**config.mk**
```make
export PLATFORM = sky130hd
export DESIGN_NAME = pcb_top
export DESIGN_NICKNAME = d
export VERILOG_FILES = /design/src/rtl/pcb_pkg.sv /design/src/rtl/pcb_cb_if.sv /design/src/rtl/pcb_clock_block.sv /design/src/rtl/pcb_top.sv
export SDC_FILE = /design/constraint.sdc
export NUM_CORES = 1
export LEC_CHECK = 0
export BUFFER_PORTS_ARGS = -buffer_cell sky130_fd_sc_hd__buf_4
export CAP_MARGIN = 20
export CORE_MARGIN = 8
export CORE_UTILIZATION = 52
export CTS_BUF_LIST = sky130_fd_sc_hd__clkbuf_4 sky130_fd_sc_hd__clkbuf_8 sky130_fd_sc_hd__clkbuf_16
export CTS_CLUSTER_SIZE = 8
export DETAILED_ROUTE_END_ITERATION = 7
export GPL_TIMING_DRIVEN = 0
export PLACE_DENSITY = 0.77
export SLEW_MARGIN = 20
export SYNTH_ARGS = -nofsm -noshare
export SYNTH_HDL_FRONTEND = slang
export SYNTH_HIERARCHICAL = 1
export SYNTH_SLANG_ARGS = --single-unit
export TNS_END_PERCENT = 5
```
**constraint.sdc**
```tcl
create_clock -name ref_clk -period 7.05 [get_ports ref_clk]
set_input_delay 0.705 -clock ref_clk [delete_from_list [all_inputs] [get_ports ref_clk]]
set_output_delay 0.705 -clock ref_clk [all_outputs]
set_load 0.05 [all_outputs]
```
**src/rtl/pcb_pkg.sv**
```systemverilog
// Package of constants and types for the PLL clock and boot select block
package pcb_pkg;

    // ==============================================================
    // PLL ratio fields
    localparam int R_W  = 6;
    localparam int F_W  = 12;
    localparam int OD_W = 3;

    // Strap preset table, indexed by the two PLL strap bits
    localparam logic [R_W-1:0]  PRE_REF [4] = '{6'h00, 6'h00, 6'h00, 6'h00};
    localparam logic [F_W-1:0]  PRE_FB  [4] = '{12'h07A, 12'h017, 12'h031, 12'h077};
    localparam logic [OD_W-1:0] PRE_OD  [4] = '{3'h1, 3'h2, 3'h2, 3'h2};

    // ==============================================================
    // Straps and boot
    localparam int          MODE_W        = 4;
    localparam logic [1:0]  STRAP_EDGES   = 2'h3;
    localparam int          SEC_BOOT_BIT  = 5;
    localparam int          OTP_ADDR_W    = 13;
    localparam logic [12:0] OTP_BOOT_ADDR = 13'h0000;
    localparam logic [1:0]  SRC_JTAG      = 2'h0;
    localparam logic [1:0]  SRC_RSVD      = 2'h1;
    localparam logic [1:0]  SRC_LINK_B    = 2'h2;
    localparam logic [1:0]  SRC_SPI       = 2'h3;

    // ==============================================================
    // SPI boot master
    localparam logic [7:0]  SPI_READ_CMD  = 8'h03;
    localparam logic [23:0] SPI_START_ADR = 24'h000000;
    localparam logic [4:0]  SPI_CMD_LAST  = 5'h1F;
    localparam logic [2:0]  SPI_BYTE_LAST = 3'h7;
    localparam int          CLK_PERIOD_NS = 8;
    localparam int          SPI_CLK_NS    = 80;
    localparam int          SPI_HALF_CYC  =
        (SPI_CLK_NS / 2 + CLK_PERIOD_NS - 1) / CLK_PERIOD_NS;

    // ==============================================================
    // Reference clock and timers
    localparam int          TIMER_W       = 32;
    localparam int          TIMER_TICK_NS = 10;
    localparam int          CB_DIV_W      = 8;

    typedef enum logic [3:0] {
        ST_STRAP   = 4'h0,
        ST_LOCK    = 4'h1,
        ST_JTAG    = 4'h2,
        ST_RSVD    = 4'h3,
        ST_LINK    = 4'h4,
        ST_OTP     = 4'h5,
        ST_SPI_CMD = 4'h6,
        ST_SPI_DAT = 4'h7,
        ST_SPI_END = 4'h8
    } pcb_state_t;

endpackage

```
**src/rtl/pcb_cb_if.sv**
```systemverilog
// Interface between the top and one clock block
interface pcb_cb_if;
    logic                         use_ext;
    logic [pcb_pkg::CB_DIV_W-1:0] div;
    logic                         out_en;
    logic                         ext_pin;
    logic                         ref_tick;
    logic                         tick;
    logic                         pin_out;
    logic                         pin_oe;

    modport ctrl (output use_ext, div, out_en, ext_pin, ref_tick,
                  input tick, pin_out, pin_oe);
    modport blk  (input use_ext, div, out_en, ext_pin, ref_tick,
                  output tick, pin_out, pin_oe);
endinterface

```
**src/rtl/pcb_clock_block.sv**
```systemverilog
// One clock block: external pin or divided reference clock, optional pin output
module pcb_clock_block (
    input  wire logic ref_clk,
    input  wire logic sys_rst,
    input  wire logic clk_en,
    pcb_cb_if.blk     cb
);
    logic                         ext_m_q;
    logic                         ext_s_q;
    logic                         ext_p_q;
    logic [pcb_pkg::CB_DIV_W-1:0] cnt_q;
    logic                         tick_q;
    logic                         pin_q;
    wire                          ext_rise = ext_s_q & ~ext_p_q;
    wire                          div_hit  = cb.ref_tick && (cnt_q == cb.div);

    // ==============================================================
    // External clock pin synchroniser and edge history
    always_ff @(posedge ref_clk or posedge sys_rst) begin
        if (sys_rst) begin
            ext_m_q <= 1'b0;
            ext_s_q <= 1'b0;
            ext_p_q <= 1'b0;
        end else if (clk_en) begin
            ext_m_q <= cb.ext_pin;
            ext_s_q <= ext_m_q;
            ext_p_q <= ext_s_q;
        end
    end

    // Divider on reference ticks, tick and pin toggle
    always_ff @(posedge ref_clk or posedge sys_rst) begin
        if (sys_rst) begin
            cnt_q  <= '0;
            tick_q <= 1'b0;
            pin_q  <= 1'b0;
        end else if (clk_en) begin
            if (div_hit) begin
                cnt_q <= '0;
            end else if (cb.ref_tick) begin
                cnt_q <= cnt_q + 1'b1;
            end
            tick_q <= cb.use_ext ? ext_rise : div_hit; // RL16
            if (tick_q) begin
                pin_q <= ~pin_q;
            end
        end
    end

    assign cb.tick    = tick_q;
    assign cb.pin_out = pin_q & cb.out_en; // RL16
    assign cb.pin_oe  = cb.out_en;
endmodule

```
**src/rtl/pcb_top.sv**
```systemverilog
// PLL ratio control, clock tree ticks, clock blocks, timer and boot selection
// Overview of operation
// RL1: PLL preset comes from two straps at start-up; software may change it later.
// RL2: Tile clock is oscillator times (F+1)/2, over (R+1), over (OD+1).
// RL3: Programmer keeps R 0..63, F 0..4095, OD 0..7 and VCO 260 MHz..1.3 GHz.
// RL4: Software rewrites all three PLL ratio fields with one configuration write.
// RL5: Each of four PLL strap codes loads one fixed design-time preset.
// RL6: Board holds straps steady until third clock edge after reset release.
// RL7: Fast-grade boot software reprograms PLL since presets stop at 400 MHz.
// RL8: Upper straps select boot: 01 reserved, 10 link B, 11 SPI flash.
// RL9: Upper straps 00: load nothing, idle until code arrives through test port.
// RL10: Security bit 5 set overrides boot straps; boot from one-time memory.
// RL11: SPI boot master uses fixed pins: in 0, select 1, clock 10, out 11.
// RL12: Timer is a 32-bit counter advancing once per 10 ns reference tick.
// RL13: Reference clock derives from PLL output, 100 MHz unless reconfigured.
// RL14: Switch, tile and reference clocks all come from the PLL output.
// RL15: After reset every port uses clock block 0, driven from reference clock.
// RL16: Clock block runs from external pin or divided reference; may drive a pin.
// RL17: Each port samples and drives on its attached clock block's clock.
// RL18: Reset asserts asynchronously; after release wait PLL lock, then boot.
// RL19: One-time memory boot starts at its address 0, bypassing boot ROM.
// RL20: Boot and PLL straps latch once on third edge after reset release.
module pcb_top #(
    parameter int         NUM_CB          = 6,
    parameter int         NUM_PORTS       = 8,
    parameter int         CB_SEL_W        = 3,
    parameter int         PORT_IDX_W      = 3,
    parameter logic [7:0] REF_DIV_DEFAULT = 8'h04
) (
    input  wire logic                          ref_clk,
    input  wire logic                          sys_rst,
    input  wire logic                          clk_en,
    input  wire logic [pcb_pkg::MODE_W-1:0]    mode_pins,
    input  wire logic                          pll_lock_pin,
    input  wire logic                          vco_tick,
    input  wire logic [31:0]                   security_reg,
    input  wire logic                          pll_cfg_wr,
    input  wire logic [pcb_pkg::R_W-1:0]       pll_cfg_ref_div,
    input  wire logic [pcb_pkg::F_W-1:0]       pll_cfg_fb,
    input  wire logic [pcb_pkg::OD_W-1:0]      pll_cfg_out_div,
    input  wire logic                          ref_div_wr,
    input  wire logic [7:0]                    ref_div_wdata,
    input  wire logic [NUM_CB-1:0]             cb_cfg_wr,
    input  wire logic                          cb_cfg_use_ext,
    input  wire logic [pcb_pkg::CB_DIV_W-1:0]  cb_cfg_div,
    input  wire logic                          cb_cfg_out_en,
    input  wire logic [NUM_CB-1:0]             cb_ext_clk_pin,
    output logic      [NUM_CB-1:0]             cb_clk_out_pin,
    output logic      [NUM_CB-1:0]             cb_clk_out_oe,
    input  wire logic                          port_attach_wr,
    input  wire logic [PORT_IDX_W-1:0]         port_attach_idx,
    input  wire logic [CB_SEL_W-1:0]           port_attach_cb,
    output logic      [NUM_PORTS-1:0]          port_tick,
    output logic      [pcb_pkg::R_W-1:0]       pll_ref_div,
    output logic      [pcb_pkg::F_W-1:0]       pll_fb,
    output logic      [pcb_pkg::OD_W-1:0]      pll_out_div,
    output logic      [12:0]                   pll_ratio_num,
    output logic      [11:0]                   pll_ratio_den,
    output logic                               switch_tick,
    output logic                               tile_tick,
    output logic                               ref_tick,
    output logic      [pcb_pkg::TIMER_W-1:0]   timer_value,
    output logic                               straps_latched,
    output logic      [1:0]                    boot_source,
    output logic      [3:0]                    boot_state,
    output logic                               boot_start,
    output logic                               boot_wait_jtag,
    output logic                               boot_reserved,
    output logic                               boot_link_b_en,
    output logic                               boot_from_otp,
    output logic      [pcb_pkg::OTP_ADDR_W-1:0] boot_addr,
    input  wire logic                          boot_data_in_pin,
    output logic                               boot_select_pin,
    output logic                               boot_select_oe,
    output logic                               boot_clock_pin,
    output logic                               boot_clock_oe,
    output logic                               boot_data_out_pin,
    output logic                               boot_data_out_oe,
    input  wire logic                          boot_spi_stop,
    output logic      [7:0]                    boot_byte,
    output logic                               boot_byte_valid
);
    // ==============================================================
    // Elaboration checks
    if (NUM_CB > (1 << CB_SEL_W) || NUM_CB < 1) begin : g_chk_cb
        $error("NUM_CB does not fit CB_SEL_W");
    end
    if (NUM_PORTS > (1 << PORT_IDX_W) || NUM_PORTS < 1) begin : g_chk_port
        $error("NUM_PORTS does not fit PORT_IDX_W");
    end
    if (REF_DIV_DEFAULT == 8'h00) begin : g_chk_ref
        $error("REF_DIV_DEFAULT must be nonzero");
    end

    // ==============================================================
    // Pin synchronisers
    logic [pcb_pkg::MODE_W-1:0] mode_m_q;
    logic [pcb_pkg::MODE_W-1:0] mode_s_q;
    logic                       lock_m_q;
    logic                       lock_s_q;
    logic                       din_m_q;
    logic                       din_s_q;

    always_ff @(posedge ref_clk or posedge sys_rst) begin
        if (sys_rst) begin
            mode_m_q <= '0;
            mode_s_q <= '0;
            lock_m_q <= 1'b0;
            lock_s_q <= 1'b0;
            din_m_q  <= 1'b0;
            din_s_q  <= 1'b0;
        end else if (clk_en) begin
            mode_m_q <= mode_pins;
            mode_s_q <= mode_m_q;
            lock_m_q <= pll_lock_pin;
            lock_s_q <= lock_m_q;
            din_m_q  <= boot_data_in_pin;
            din_s_q  <= din_m_q;
        end
    end

    // ==============================================================
    // Strap latch on the third edge after reset release
    logic [1:0] edge_cnt_q;
    logic       latched_q;
    logic [1:0] pll_strap_q;
    logic [1:0] src_strap_q;
    wire        latch_now = clk_en && !latched_q && (edge_cnt_q == pcb_pkg::STRAP_EDGES - 2'h1);

    always_ff @(posedge ref_clk or posedge sys_rst) begin
        if (sys_rst) begin
            edge_cnt_q  <= '0;
            latched_q   <= 1'b0;
            pll_strap_q <= '0;
            src_strap_q <= '0;
        end else if (latch_now) begin
            latched_q   <= 1'b1; // RL20
            pll_strap_q <= mode_s_q[1:0]; // RL6
            src_strap_q <= mode_s_q[3:2]; // RL20
        end else if (clk_en && !latched_q) begin
            edge_cnt_q <= edge_cnt_q + 2'h1;
        end
    end

    // ==============================================================
    // PLL ratio fields: preset at latch, software write afterwards
    logic [pcb_pkg::R_W-1:0]  r_q;
    logic [pcb_pkg::F_W-1:0]  f_q;
    logic [pcb_pkg::OD_W-1:0] od_q;
    wire  [1:0]               pre_idx = mode_s_q[1:0];

    always_ff @(posedge ref_clk or posedge sys_rst) begin
        if (sys_rst) begin
            r_q  <= pcb_pkg::PRE_REF[0];
            f_q  <= pcb_pkg::PRE_FB[0];
            od_q <= pcb_pkg::PRE_OD[0];
        end else if (latch_now) begin
            r_q  <= pcb_pkg::PRE_REF[pre_idx]; // RL5
            f_q  <= pcb_pkg::PRE_FB[pre_idx]; // RL1
            od_q <= pcb_pkg::PRE_OD[pre_idx]; // RL5
        end else if (clk_en && pll_cfg_wr && latched_q) begin
            r_q  <= pll_cfg_ref_div; // RL4
            f_q  <= pll_cfg_fb; // RL4
            od_q <= pll_cfg_out_div; // RL7
        end
    end

    // Ratio as numerator over denominator
    assign pll_ref_div   = r_q;
    assign pll_fb        = f_q;
    assign pll_out_div   = od_q;
    assign pll_ratio_num = {1'b0, f_q} + 13'h0001; // RL2
    assign pll_ratio_den = 12'({r_q + 7'h01, 1'b0} * (od_q + 4'h1)); // RL2

    // ==============================================================
    // Clock tree: switch, tile and reference ticks from the VCO
    logic [pcb_pkg::OD_W-1:0] od_cnt_q;
    logic [7:0]               ref_cnt_q;
    logic [7:0]               ref_div_q;
    logic                     sw_q;
    logic                     tile_q;
    logic                     ref_q;
    logic [pcb_pkg::TIMER_W-1:0] timer_q;
    wire                      od_hit  = vco_tick && (od_cnt_q == od_q);
    wire                      ref_hit = vco_tick && (ref_cnt_q == ref_div_q - 8'h01);

    always_ff @(posedge ref_clk or posedge sys_rst) begin
        if (sys_rst) begin
            od_cnt_q <= '0;
            tile_q   <= 1'b0;
            sw_q     <= 1'b0;
        end else if (clk_en) begin
            od_cnt_q <= od_hit ? '0 : od_cnt_q + (vco_tick ? 3'h1 : 3'h0);
            tile_q   <= od_hit; // RL14
            sw_q     <= vco_tick; // RL14
        end
    end

    // Reference divider, reconfigurable, and the timer it drives
    always_ff @(posedge ref_clk or posedge sys_rst) begin
        if (sys_rst) begin
            ref_div_q <= REF_DIV_DEFAULT;
            ref_cnt_q <= '0;
            ref_q     <= 1'b0;
            timer_q   <= '0;
        end else if (clk_en) begin
            if (ref_div_wr && ref_div_wdata != 8'h00) begin
                ref_div_q <= ref_div_wdata; // RL13
                ref_cnt_q <= '0;
            end else begin
                ref_cnt_q <= ref_hit ? '0 : ref_cnt_q + (vco_tick ? 8'h01 : 8'h00);
            end
            ref_q <= ref_hit; // RL13
            if (ref_q) begin
                timer_q <= timer_q + 32'h0000_0001; // RL12
            end
        end
    end

    assign switch_tick = sw_q;
    assign tile_tick   = tile_q;
    assign ref_tick    = ref_q;
    assign timer_value = timer_q;

    // ==============================================================
    // Clock blocks and port attachment
    logic [NUM_CB-1:0]   cb_tick;

    for (genvar c = 0; c < NUM_CB; c++) begin : g_cb
        pcb_cb_if                     cbi ();
        logic                         use_ext_q;
        logic [pcb_pkg::CB_DIV_W-1:0] div_q;
        logic                         out_en_q;

        // Block config, reset to the divided reference clock
        always_ff @(posedge ref_clk or posedge sys_rst) begin
            if (sys_rst) begin
                use_ext_q <= 1'b0; // RL15
                div_q     <= '0;
                out_en_q  <= 1'b0;
            end else if (clk_en && cb_cfg_wr[c]) begin
                use_ext_q <= cb_cfg_use_ext; // RL16
                div_q     <= cb_cfg_div;
                out_en_q  <= cb_cfg_out_en; // RL16
            end
        end

        assign cbi.use_ext   = use_ext_q;
        assign cbi.div       = div_q;
        assign cbi.out_en    = out_en_q;
        assign cbi.ext_pin   = cb_ext_clk_pin[c];
        assign cbi.ref_tick  = ref_q;
        assign cb_tick[c]        = cbi.tick;
        assign cb_clk_out_pin[c] = cbi.pin_out;
        assign cb_clk_out_oe[c]  = cbi.pin_oe;

        pcb_clock_block u_cb (
            .ref_clk (ref_clk),
            .sys_rst (sys_rst),
            .clk_en  (clk_en),
            .cb      (cbi.blk)
        );
    end

    for (genvar p = 0; p < NUM_PORTS; p++) begin : g_port
        logic [CB_SEL_W-1:0] sel_q;
        // Attachment, reset to clock block 0
        always_ff @(posedge ref_clk or posedge sys_rst) begin
            if (sys_rst) begin
                sel_q <= '0; // RL15
            end else if (clk_en && port_attach_wr &&
                         port_attach_idx == PORT_IDX_W'(p) &&
                         port_attach_cb < CB_SEL_W'(NUM_CB)) begin
                sel_q <= port_attach_cb;
            end
        end
        assign port_tick[p] = cb_tick[sel_q]; // RL17
    end

    // ==============================================================
    // Boot sequencer
    pcb_pkg::pcb_state_t st_q;
    pcb_pkg::pcb_state_t st_d;
    logic                start_q;
    wire                 secure = security_reg[pcb_pkg::SEC_BOOT_BIT];
    wire                 spi_stop_ok;

    // Next state
    always_comb begin
        st_d = st_q;
        case (st_q)
            pcb_pkg::ST_STRAP: begin
                if (latch_now) st_d = pcb_pkg::ST_LOCK;
            end
            pcb_pkg::ST_LOCK: begin
                if (lock_s_q) begin // RL18
                    if (secure) st_d = pcb_pkg::ST_OTP; // RL10
                    else if (src_strap_q == pcb_pkg::SRC_JTAG) st_d = pcb_pkg::ST_JTAG;
                    else if (src_strap_q == pcb_pkg::SRC_RSVD) st_d = pcb_pkg::ST_RSVD;
                    else if (src_strap_q == pcb_pkg::SRC_LINK_B) st_d = pcb_pkg::ST_LINK;
                    else st_d = pcb_pkg::ST_SPI_CMD; // RL8
                end
            end
            pcb_pkg::ST_SPI_CMD: begin
                if (spi_stop_ok) st_d = pcb_pkg::ST_SPI_DAT;
            end
            pcb_pkg::ST_SPI_DAT: begin
                if (spi_stop_ok) st_d = pcb_pkg::ST_SPI_END;
            end
            default: st_d = st_q;
        endcase
    end

    always_ff @(posedge ref_clk or posedge sys_rst) begin
        if (sys_rst) begin
            st_q    <= pcb_pkg::ST_STRAP;
            start_q <= 1'b0;
        end else if (clk_en) begin
            st_q    <= st_d;
            start_q <= (st_q == pcb_pkg::ST_LOCK) && (st_d != pcb_pkg::ST_LOCK);
        end
    end

    assign straps_latched = latched_q;
    assign boot_source    = src_strap_q;
    assign boot_state     = st_q;
    assign boot_start     = start_q;
    assign boot_wait_jtag = (st_q == pcb_pkg::ST_JTAG); // RL9
    assign boot_reserved  = (st_q == pcb_pkg::ST_RSVD); // RL8
    assign boot_link_b_en = (st_q == pcb_pkg::ST_LINK); // RL8
    assign boot_from_otp  = (st_q == pcb_pkg::ST_OTP); // RL19
    assign boot_addr      = pcb_pkg::OTP_BOOT_ADDR; // RL19

    // ==============================================================
    // SPI boot master on fixed pins, mode 0, read from address 0
    logic [7:0]  half_q;
    logic        sclk_q;
    logic [31:0] sh_q;
    logic [4:0]  bit_q;
    logic [7:0]  rx_q;
    logic [7:0]  byte_q;
    logic        bv_q;
    wire         in_cmd  = (st_q == pcb_pkg::ST_SPI_CMD);
    wire         in_dat  = (st_q == pcb_pkg::ST_SPI_DAT);
    wire         half_w  = (half_q == 8'(pcb_pkg::SPI_HALF_CYC - 1));
    wire         rise    = (in_cmd || in_dat) && half_w && !sclk_q;
    wire         fall    = (in_cmd || in_dat) && half_w && sclk_q;
    wire         cmd_end = in_cmd && fall && (bit_q == pcb_pkg::SPI_CMD_LAST);
    wire         byte_end = in_dat && rise && (bit_q[2:0] == pcb_pkg::SPI_BYTE_LAST);
    assign spi_stop_ok = cmd_end || (in_dat && boot_spi_stop && !sclk_q);

    // Clock phase generator
    always_ff @(posedge ref_clk or posedge sys_rst) begin
        if (sys_rst) begin
            half_q <= '0;
            sclk_q <= 1'b0;
        end else if (clk_en) begin
            half_q <= (half_w || !(in_cmd || in_dat)) ? '0 : half_q + 8'h01;
            sclk_q <= (in_cmd || in_dat) ? sclk_q ^ half_w : 1'b0;
        end
    end

    // Command shifter and receive byte assembly
    always_ff @(posedge ref_clk or posedge sys_rst) begin
        if (sys_rst) begin
            sh_q   <= '0;
            bit_q  <= '0;
            rx_q   <= '0;
            byte_q <= '0;
            bv_q   <= 1'b0;
        end else if (clk_en) begin
            bv_q <= byte_end;
            if (st_q == pcb_pkg::ST_LOCK) begin
                sh_q  <= {pcb_pkg::SPI_READ_CMD, pcb_pkg::SPI_START_ADR};
                bit_q <= '0;
            end else if (cmd_end) begin
                bit_q <= '0;
            end else if (in_cmd && fall) begin
                sh_q  <= {sh_q[30:0], 1'b0};
                bit_q <= bit_q + 5'h01;
            end else if (rise && in_dat) begin
                rx_q  <= {rx_q[6:0], din_s_q}; // RL11
                bit_q <= bit_q + 5'h01;
                if (byte_end) begin
                    byte_q <= {rx_q[6:0], din_s_q};
                end
            end
        end
    end

    // Fixed pin drive while the SPI boot runs
    assign boot_select_pin   = !(in_cmd || in_dat); // RL11
    assign boot_select_oe    = in_cmd || in_dat || (st_q == pcb_pkg::ST_SPI_END);
    assign boot_clock_pin    = sclk_q; // RL11
    assign boot_clock_oe     = boot_select_oe;
    assign boot_data_out_pin = in_cmd && sh_q[31]; // RL11
    assign boot_data_out_oe  = boot_select_oe;
    assign boot_byte         = byte_q;
    assign boot_byte_valid   = bv_q;
endmodule

```
## After elaboration in Yosys (flattened, before gate mapping)

Cells that the tools add are included.

- Register bits: 321
- Output and inout bits: 141

- $add $sub $neg: 16
- Multiply operators: 1
- Order comparisons: 10
- Equality and inequality tests: 31
- Multiplexer cells: 72
- Bitwise gates (word level): 30
- Reduce and logical (&&, ||, !) cells: 86

Operators by type and width:

| operator | count |
|---|---|
| 2-to-1 mux 8 bit | 15 |
| 2-to-1 mux 32 bit | 3 |
| adder 8 x 1 -> 8 bit, second input constant | 7 |
| equality test 8 bit | 7 |
| 2-to-1 mux 12 bit | 4 |
| logical AND 1 bit | 47 |
| adder 32 x 1 -> 32 bit, second input constant | 1 |
| < comparator 3 x 4 -> 1 bit, second input constant | 8 |
| AND reduction 2 bit | 16 |
| binary-select mux 1 bit (select 3 bit) | 8 |
| binary-select mux 12 bit (select 2 bit) | 1 |
| 2-to-1 mux 3 bit | 8 |
| 2-to-1 mux 6 bit | 4 |
| 2-to-1 mux 5 bit | 4 |
| 2-to-1 mux 1 bit | 17 |
| equality test 4 x 3 -> 1 bit, second input constant | 4 |
| 2-to-1 mux 4 bit | 4 |
| inverter 1 bit | 16 |
| one-hot mux 4 bit (4 select lines) | 1 |
| nonzero test 2 bit | 8 |
| equality test 3 bit, second input constant | 5 |
| adder 12 x 1 -> 13 bit, second input constant | 1 |
| AND 1 bit | 12 |
| binary-select mux 6 bit (select 2 bit) | 1 |
| other kinds (36) | 44 |

## Logic depth before layout (Yosys ltp)

- Word-level depth: 11
- Mapped depth: 14
- Depth with buffers taken out: 14

## Hierarchy

The synthesis kept the hierarchy.

Modules (own cells, without submodules):

| module | instances | cells each | area each (um^2) | seq. area each (um^2) |
|---|---|---|---|---|
| pcb_top | 1 | 968 | 11074.4 | 5489.0 |
| pcb_clock_block | 6 | 72 | 735.7 | 325.3 |

## Least setup slack after synthesis

Ideal clock, no wire load.

- Path type: reg2out
- Start: register od_q, in the netlist pll_out_div[0]
- End: output port pll_ratio_den[9]
- Arrival: 4499 ps
- Data required time: 6345 ps
- Path slack: 1846 ps
- Cell stages (with the launch flop): 15
- Path buffers: 1
- Path through: dfstp_2 > clkbuf_1 > nand3_1 > or2_2 > fa_1 > inv_1 > fa_1 > inv_1 > fa_1 > inv_1 > a21o_1 > a21oi_1 > a2bb2oi_1 > nor2b_1 > xnor2_1

- Cells in the longest elaborated chain, start to end: 2

RTL lines:

| what | RTL line | text |
|---|---|---|
| start, declared | pcb_top.sv:149 | `logic [pcb_pkg::OD_W-1:0] od_q;` |
| start signal, assigned | pcb_top.sv:156 | `od_q <= pcb_pkg::PRE_OD[0];` |
| start signal, assigned | pcb_top.sv:160 | `od_q <= pcb_pkg::PRE_OD[pre_idx];` |
| start signal, assigned | pcb_top.sv:164 | `od_q <= pll_cfg_out_div;` |
| adder 3 x 1 -> 4 bit | pcb_top.sv:173 | `assign pll_ratio_den = 12'({r_q + 7'h01, 1'b0} * (od_q + 4'h1));` |
| multiplier 7 x 4 -> 11 bit | pcb_top.sv:173 |  |
| end, declared | pcb_top.sv:58 | `output logic [11:0] pll_ratio_den,` |

No other way between the ends.

## Worst setup path in the final report

- Start: register od_q, in the netlist pll_out_div[0]
- End: output port pll_ratio_den[10]

The elaborated chain is that of the path after synthesis.

==> key figures <==
STA
  – Final hold vios: 0
  – Fmax: approximately 170 MHz
  – Worst rel slew slack: roughly two fifths
  – Min cycle time layout: about 5.7 ns
  – Setup violators final: 0
  – Clock skew: ~0.016 ns
  – Unrepaired setup endpoints after global routing: false
  – Tcrit/Tclk final: 81.2%
  – Final TNS setup: 0 ns
  – Tightest Pin Transition: approximately 0.9 ns
  – Fin. max-slew vios: 0
  – PnR worst setup slack: ~1.3 ns

Pwr
  – Combinational share of power: roughly two fifths
  – Power, Total: 6.68 mW
  – Clock network power share: 27.6%
  – Maximum VDD drop: 0.412 mV
  – Sequential power share: roughly a third
  – Power Density: roughly 360 nW/µm²
  – Net Sw Frac: between 30% and 40%
  – Internal Power: 4.04 mW
  – Leakage: approximately 8.8 nW
  – P_sw: between 2 and 3 mW

Synth
  – Largest family of logic cells by synthesized area: simple AND/OR/NAND/NOR gates
  – Ys Warns: 6
  – Number of synthesized flops with an enable pin: 0
  – Post-Synthesis Cells: approximately 1,400
  – Synth cell count leaders: dfrtp_1 (290), mux2_2 (145), nand2_1 (137)
  – Compound-Gate Fraction of Synth Area: 5.44%
  – Post-Synth Adder-Cell Area: 4.52%
  – Synth Area in XOR/XNOR: a little under a tenth
  – Count leader, synth: dfrtp_1
  – Avg Cell Area, Syn: ~11 µm²
  – Prevailing post-synth register cell: dfrtp_1
  – Seq/Total Area, Yosys: between 40% and 50%
  – Synth area leaders: dfrtp_1 (47%), mux2_2 (11%), xnor2_1 (5.7%)
  – FFs w/ async S/R, synth: 100%
  – Mux share of post-synthesis cell area: between 10% and 20%
  – Syn Std Cell Area: 15,500 µm²
  – Yosys cell types: 68
  – Area leader, netlist: dfrtp_1
  – Yosys top cell area share: between 40% and 50%
  – Flops & latches, synth: approximately 300
  – Simple-gate portion of the synthesized area: between 10% and 20%

Setup path
  – Crit path kind: flip-flop to output port
  – Required @ worst endpoint: roughly 6.3 ns
  – CP max-delay cell: dfstp_2
  – CP bufs+invs: 3
  – Crit path capture: pll_ratio_den[10]
  – Crit-path max FO: 10
  – CP startpoint: pll_out_div[0]
  – Worst flop-to-flop path endpoint: boot_byte[3]
  – Reg2reg setup slack: 4.56 ns
  – Worst setup SP type: flip-flop
  – CP endpoint kind: output port
  – Slowest stage delay, CP: 0.54 ns
  – CP Cell Sequence: clkbuf_1, nand3_1, or2_2, fa_1, inv_1, fa_1, ha_1, a21o_1, a21oi_1, o21ai_0, or4_1, o311ai_0, xnor2_1, buf_4
  – Critical path arrival: approximately 5 ns
  – Most frequent CP cell: fa_1
  – Worst R2R Start: half_q[0]
  – Register-to-Register Path Depth: 7
  – Logic depth of the worst path, buffers included: 14
  – Critical path's top delay family: adder cells

Finish
  – Antenna diode count: 0
  – Post-route cell area: about 19,000 µm²
  – Final #Nets: ~1,800
  – Register area: between 7000 and 8000 µm²
  – Number of fill cells: 2,406
  – Layout cells sized above 1: roughly 29%
  – Area grow syn2layout: 21.0%
  – Multi-input gate area in the final layout: 7490 µm²

CTS
  – Hold Buf Count CTS: 0
  – CTS tree: built
  – Clock latency at the later pin of the worst-skew pair: 0.53 ns
  – CTS root buf: clkbuf_16
  – CTS clk-pin slew, worst paths: ~0.05 ns
  – CTS Buf Count: 43
  – Deepest clock path buffer count: 3
  – CTS-repair resized insts: 0
  – H-tree levels: 2
  – Setup bufs post-CTS: 0
  – Sink Count: around 300

Floorplanning
  – Num ports: around 240
  – Core ar.: about 29,000 µm²
  – Row cnt: 63
  – Die height: 189 µm
  – Initial core utilization: 52.5%
  – Die ar.: 35,600 µm²
  – Die Wd: between 150 and 200 µm

Route
  – DRT iter0 DRCs: 572
  – Detailed-route wire length: between 30,000 and 40,000 µm
  – DRC: 0
  – Vias: roughly 11,000
  – Avg Vias per Cell: around 5.5
  – Wire per inst: 17.8 µm
  – DRT antenna net count: 0
  – DRT Pass-1 Iters: 5

Placed design
  – DP HPWL: ~26,000 µm
  – Cell Area, Placed: 17,600 µm²
  – Pre-CTS setup slack: between 1.5 and 2 ns
  – Routability cong.: slightly below 0.9
  – IO Port Bufs: 196

Job
  – Max Cap Violations: 0

GRT
  – M2 GR Usage: 34.7%
  – Gr busiest metal: met2
  – Initial antenna violation count: 0
  – GR Util met1: 25.8%
  – Vias in the first global route: ~12,000
  – Met3 usage: under 10%
  – Largest net degree at the start of global routing: just over 90
  – Remaining global-route overflow: 0
  – First-pass GRT wire length: between 60,000 and 70,000 µm
  – Total GRT Usage: between 20% and 30%

Outcome
  – Status: complete, no violations

Worst hold path
  – Hold Path Class: input port to async pin
## per-stage QoR
step	hold WS (ns)	utilization [%]	std cells
global placement	0.453	59.3	1999
detailed placement	0.458	59.6	2001
CTS	0.290	63.6	2055
global route	0.323	63.6	2055
finish	0.307	63.6	2055
floorplan	0.435	-	1413
## cell usage in the layout, fill, tap and decap left out, drive strengths merged, types with 18 or more instances in the layout
cell type and n:
buf 244, nand4 40, xor2 58, ha 40, nor4 25, nand3 55
xnor2 101, and3 21, nand2 138, o21ai 48, clkbuf 73, nor2 92
inv 57, and2 18, dfrtp 290, mux2 146, nand2b 23, a21oi 21
## power groups by stage
stage	clock [mW]	combinational [mW]	sequential, mW
after floorplan	0	1.70	2.44
after global placement	0	2.53	2.28
after detailed placement	0	2.58	2.29
after CTS	1.89	2.60	2.27
after global routing	1.96	2.77	2.31
final	1.85	2.57	2.27
## state kept, by name, indices dropped and copies added, names as in the netlist, 5 cells and up
register           count
g_cb.u_cb/ext_p_q      6
sh_q                   8
g_cb.u_cb/pin_q        6
g_cb.cbi.div          48
g_cb.u_cb/ext_s_q      6
g_cb.u_cb/cnt_q       48
boot_byte              8
g_cb.u_cb/cb.tick      6
half_q                 8
rx_q                   7
g_port.sel_q          24
ref_cnt_q              8
bit_q                  5
pll_ref_div            6
g_cb.u_cb/ext_m_q      6
pll_fb                12
timer_value           32
g_cb.cbi.use_ext       6
ref_div_q              8
g_cb.cbi.out_en        6
## layer usage
metal	vias to the layer above	wire, µm	part of all wire (%)
li1	5355	-	-
met2	291	18200	50
met4	0	1050	2.9
met3	80	1820	5.0
met5	-	0	0
met1	5643	15600	43
## logic make-up (layout without fill, tap and decap cells)
logic type                 count (synthesis)  count (layout)
adders and majority gates                 50              50
AOI/OAI and AO/OA                        128             128
DFF                                      297             297
buffers and inverters                    123             375
xor gates and xnor gates                 159             159
muxes                                    164             164
other                                      1              14
and+or+nand+nor                          478             478
## worst min-delay path by stage
| stage | startpoint | end | slack, ns | cells past startpoint |
|---|---|---|---|---|
| 2_1_floorplan | mode_s_q[2] | boot_source[0] | 0.43 | 2 |
| 3_3_place_gp | g_cb[2].u_cb/pin_q | g_cb[2].u_cb/pin_q | 0.45 | 1 |
| 3_5_place_dp | g_cb[3].u_cb/pin_q | g_cb[3].u_cb/pin_q | 0.46 | 1 |
| 4_1_cts | sys_rst | g_cb[3].u_cb/cb.tick | 0.29 | 2 |
| 5_1_grt | sys_rst | g_cb[4].u_cb/cnt_q[1] | 0.32 | 2 |
| 6_report | sys_rst | g_cb[5].u_cb/cb.tick | 0.31 | 2 |
## worst reg2reg max path, cell delays in order (launching register included)
cell and delay [ns]:
dfrtp_1 0.42, inv_1 0.08, ha_1 0.13, nor4b_2 0.30, nand3_1 0.21, nor4_4 0.59, nand2_2 0.31, mux2_2 0.34
## area by class of cell
type,count,area share (%)
Timing Repair Buffer,198,8.14
Sequential cell,297,39.7
Inverter,54,1.12
Multi-Input combinational cell,993,40.0
Clock inverter,4,0.307
Tap cell,390,2.60
Buffer,69,2.14
Clock buffer,50,6.02
(Power assumes the default switching activity.)
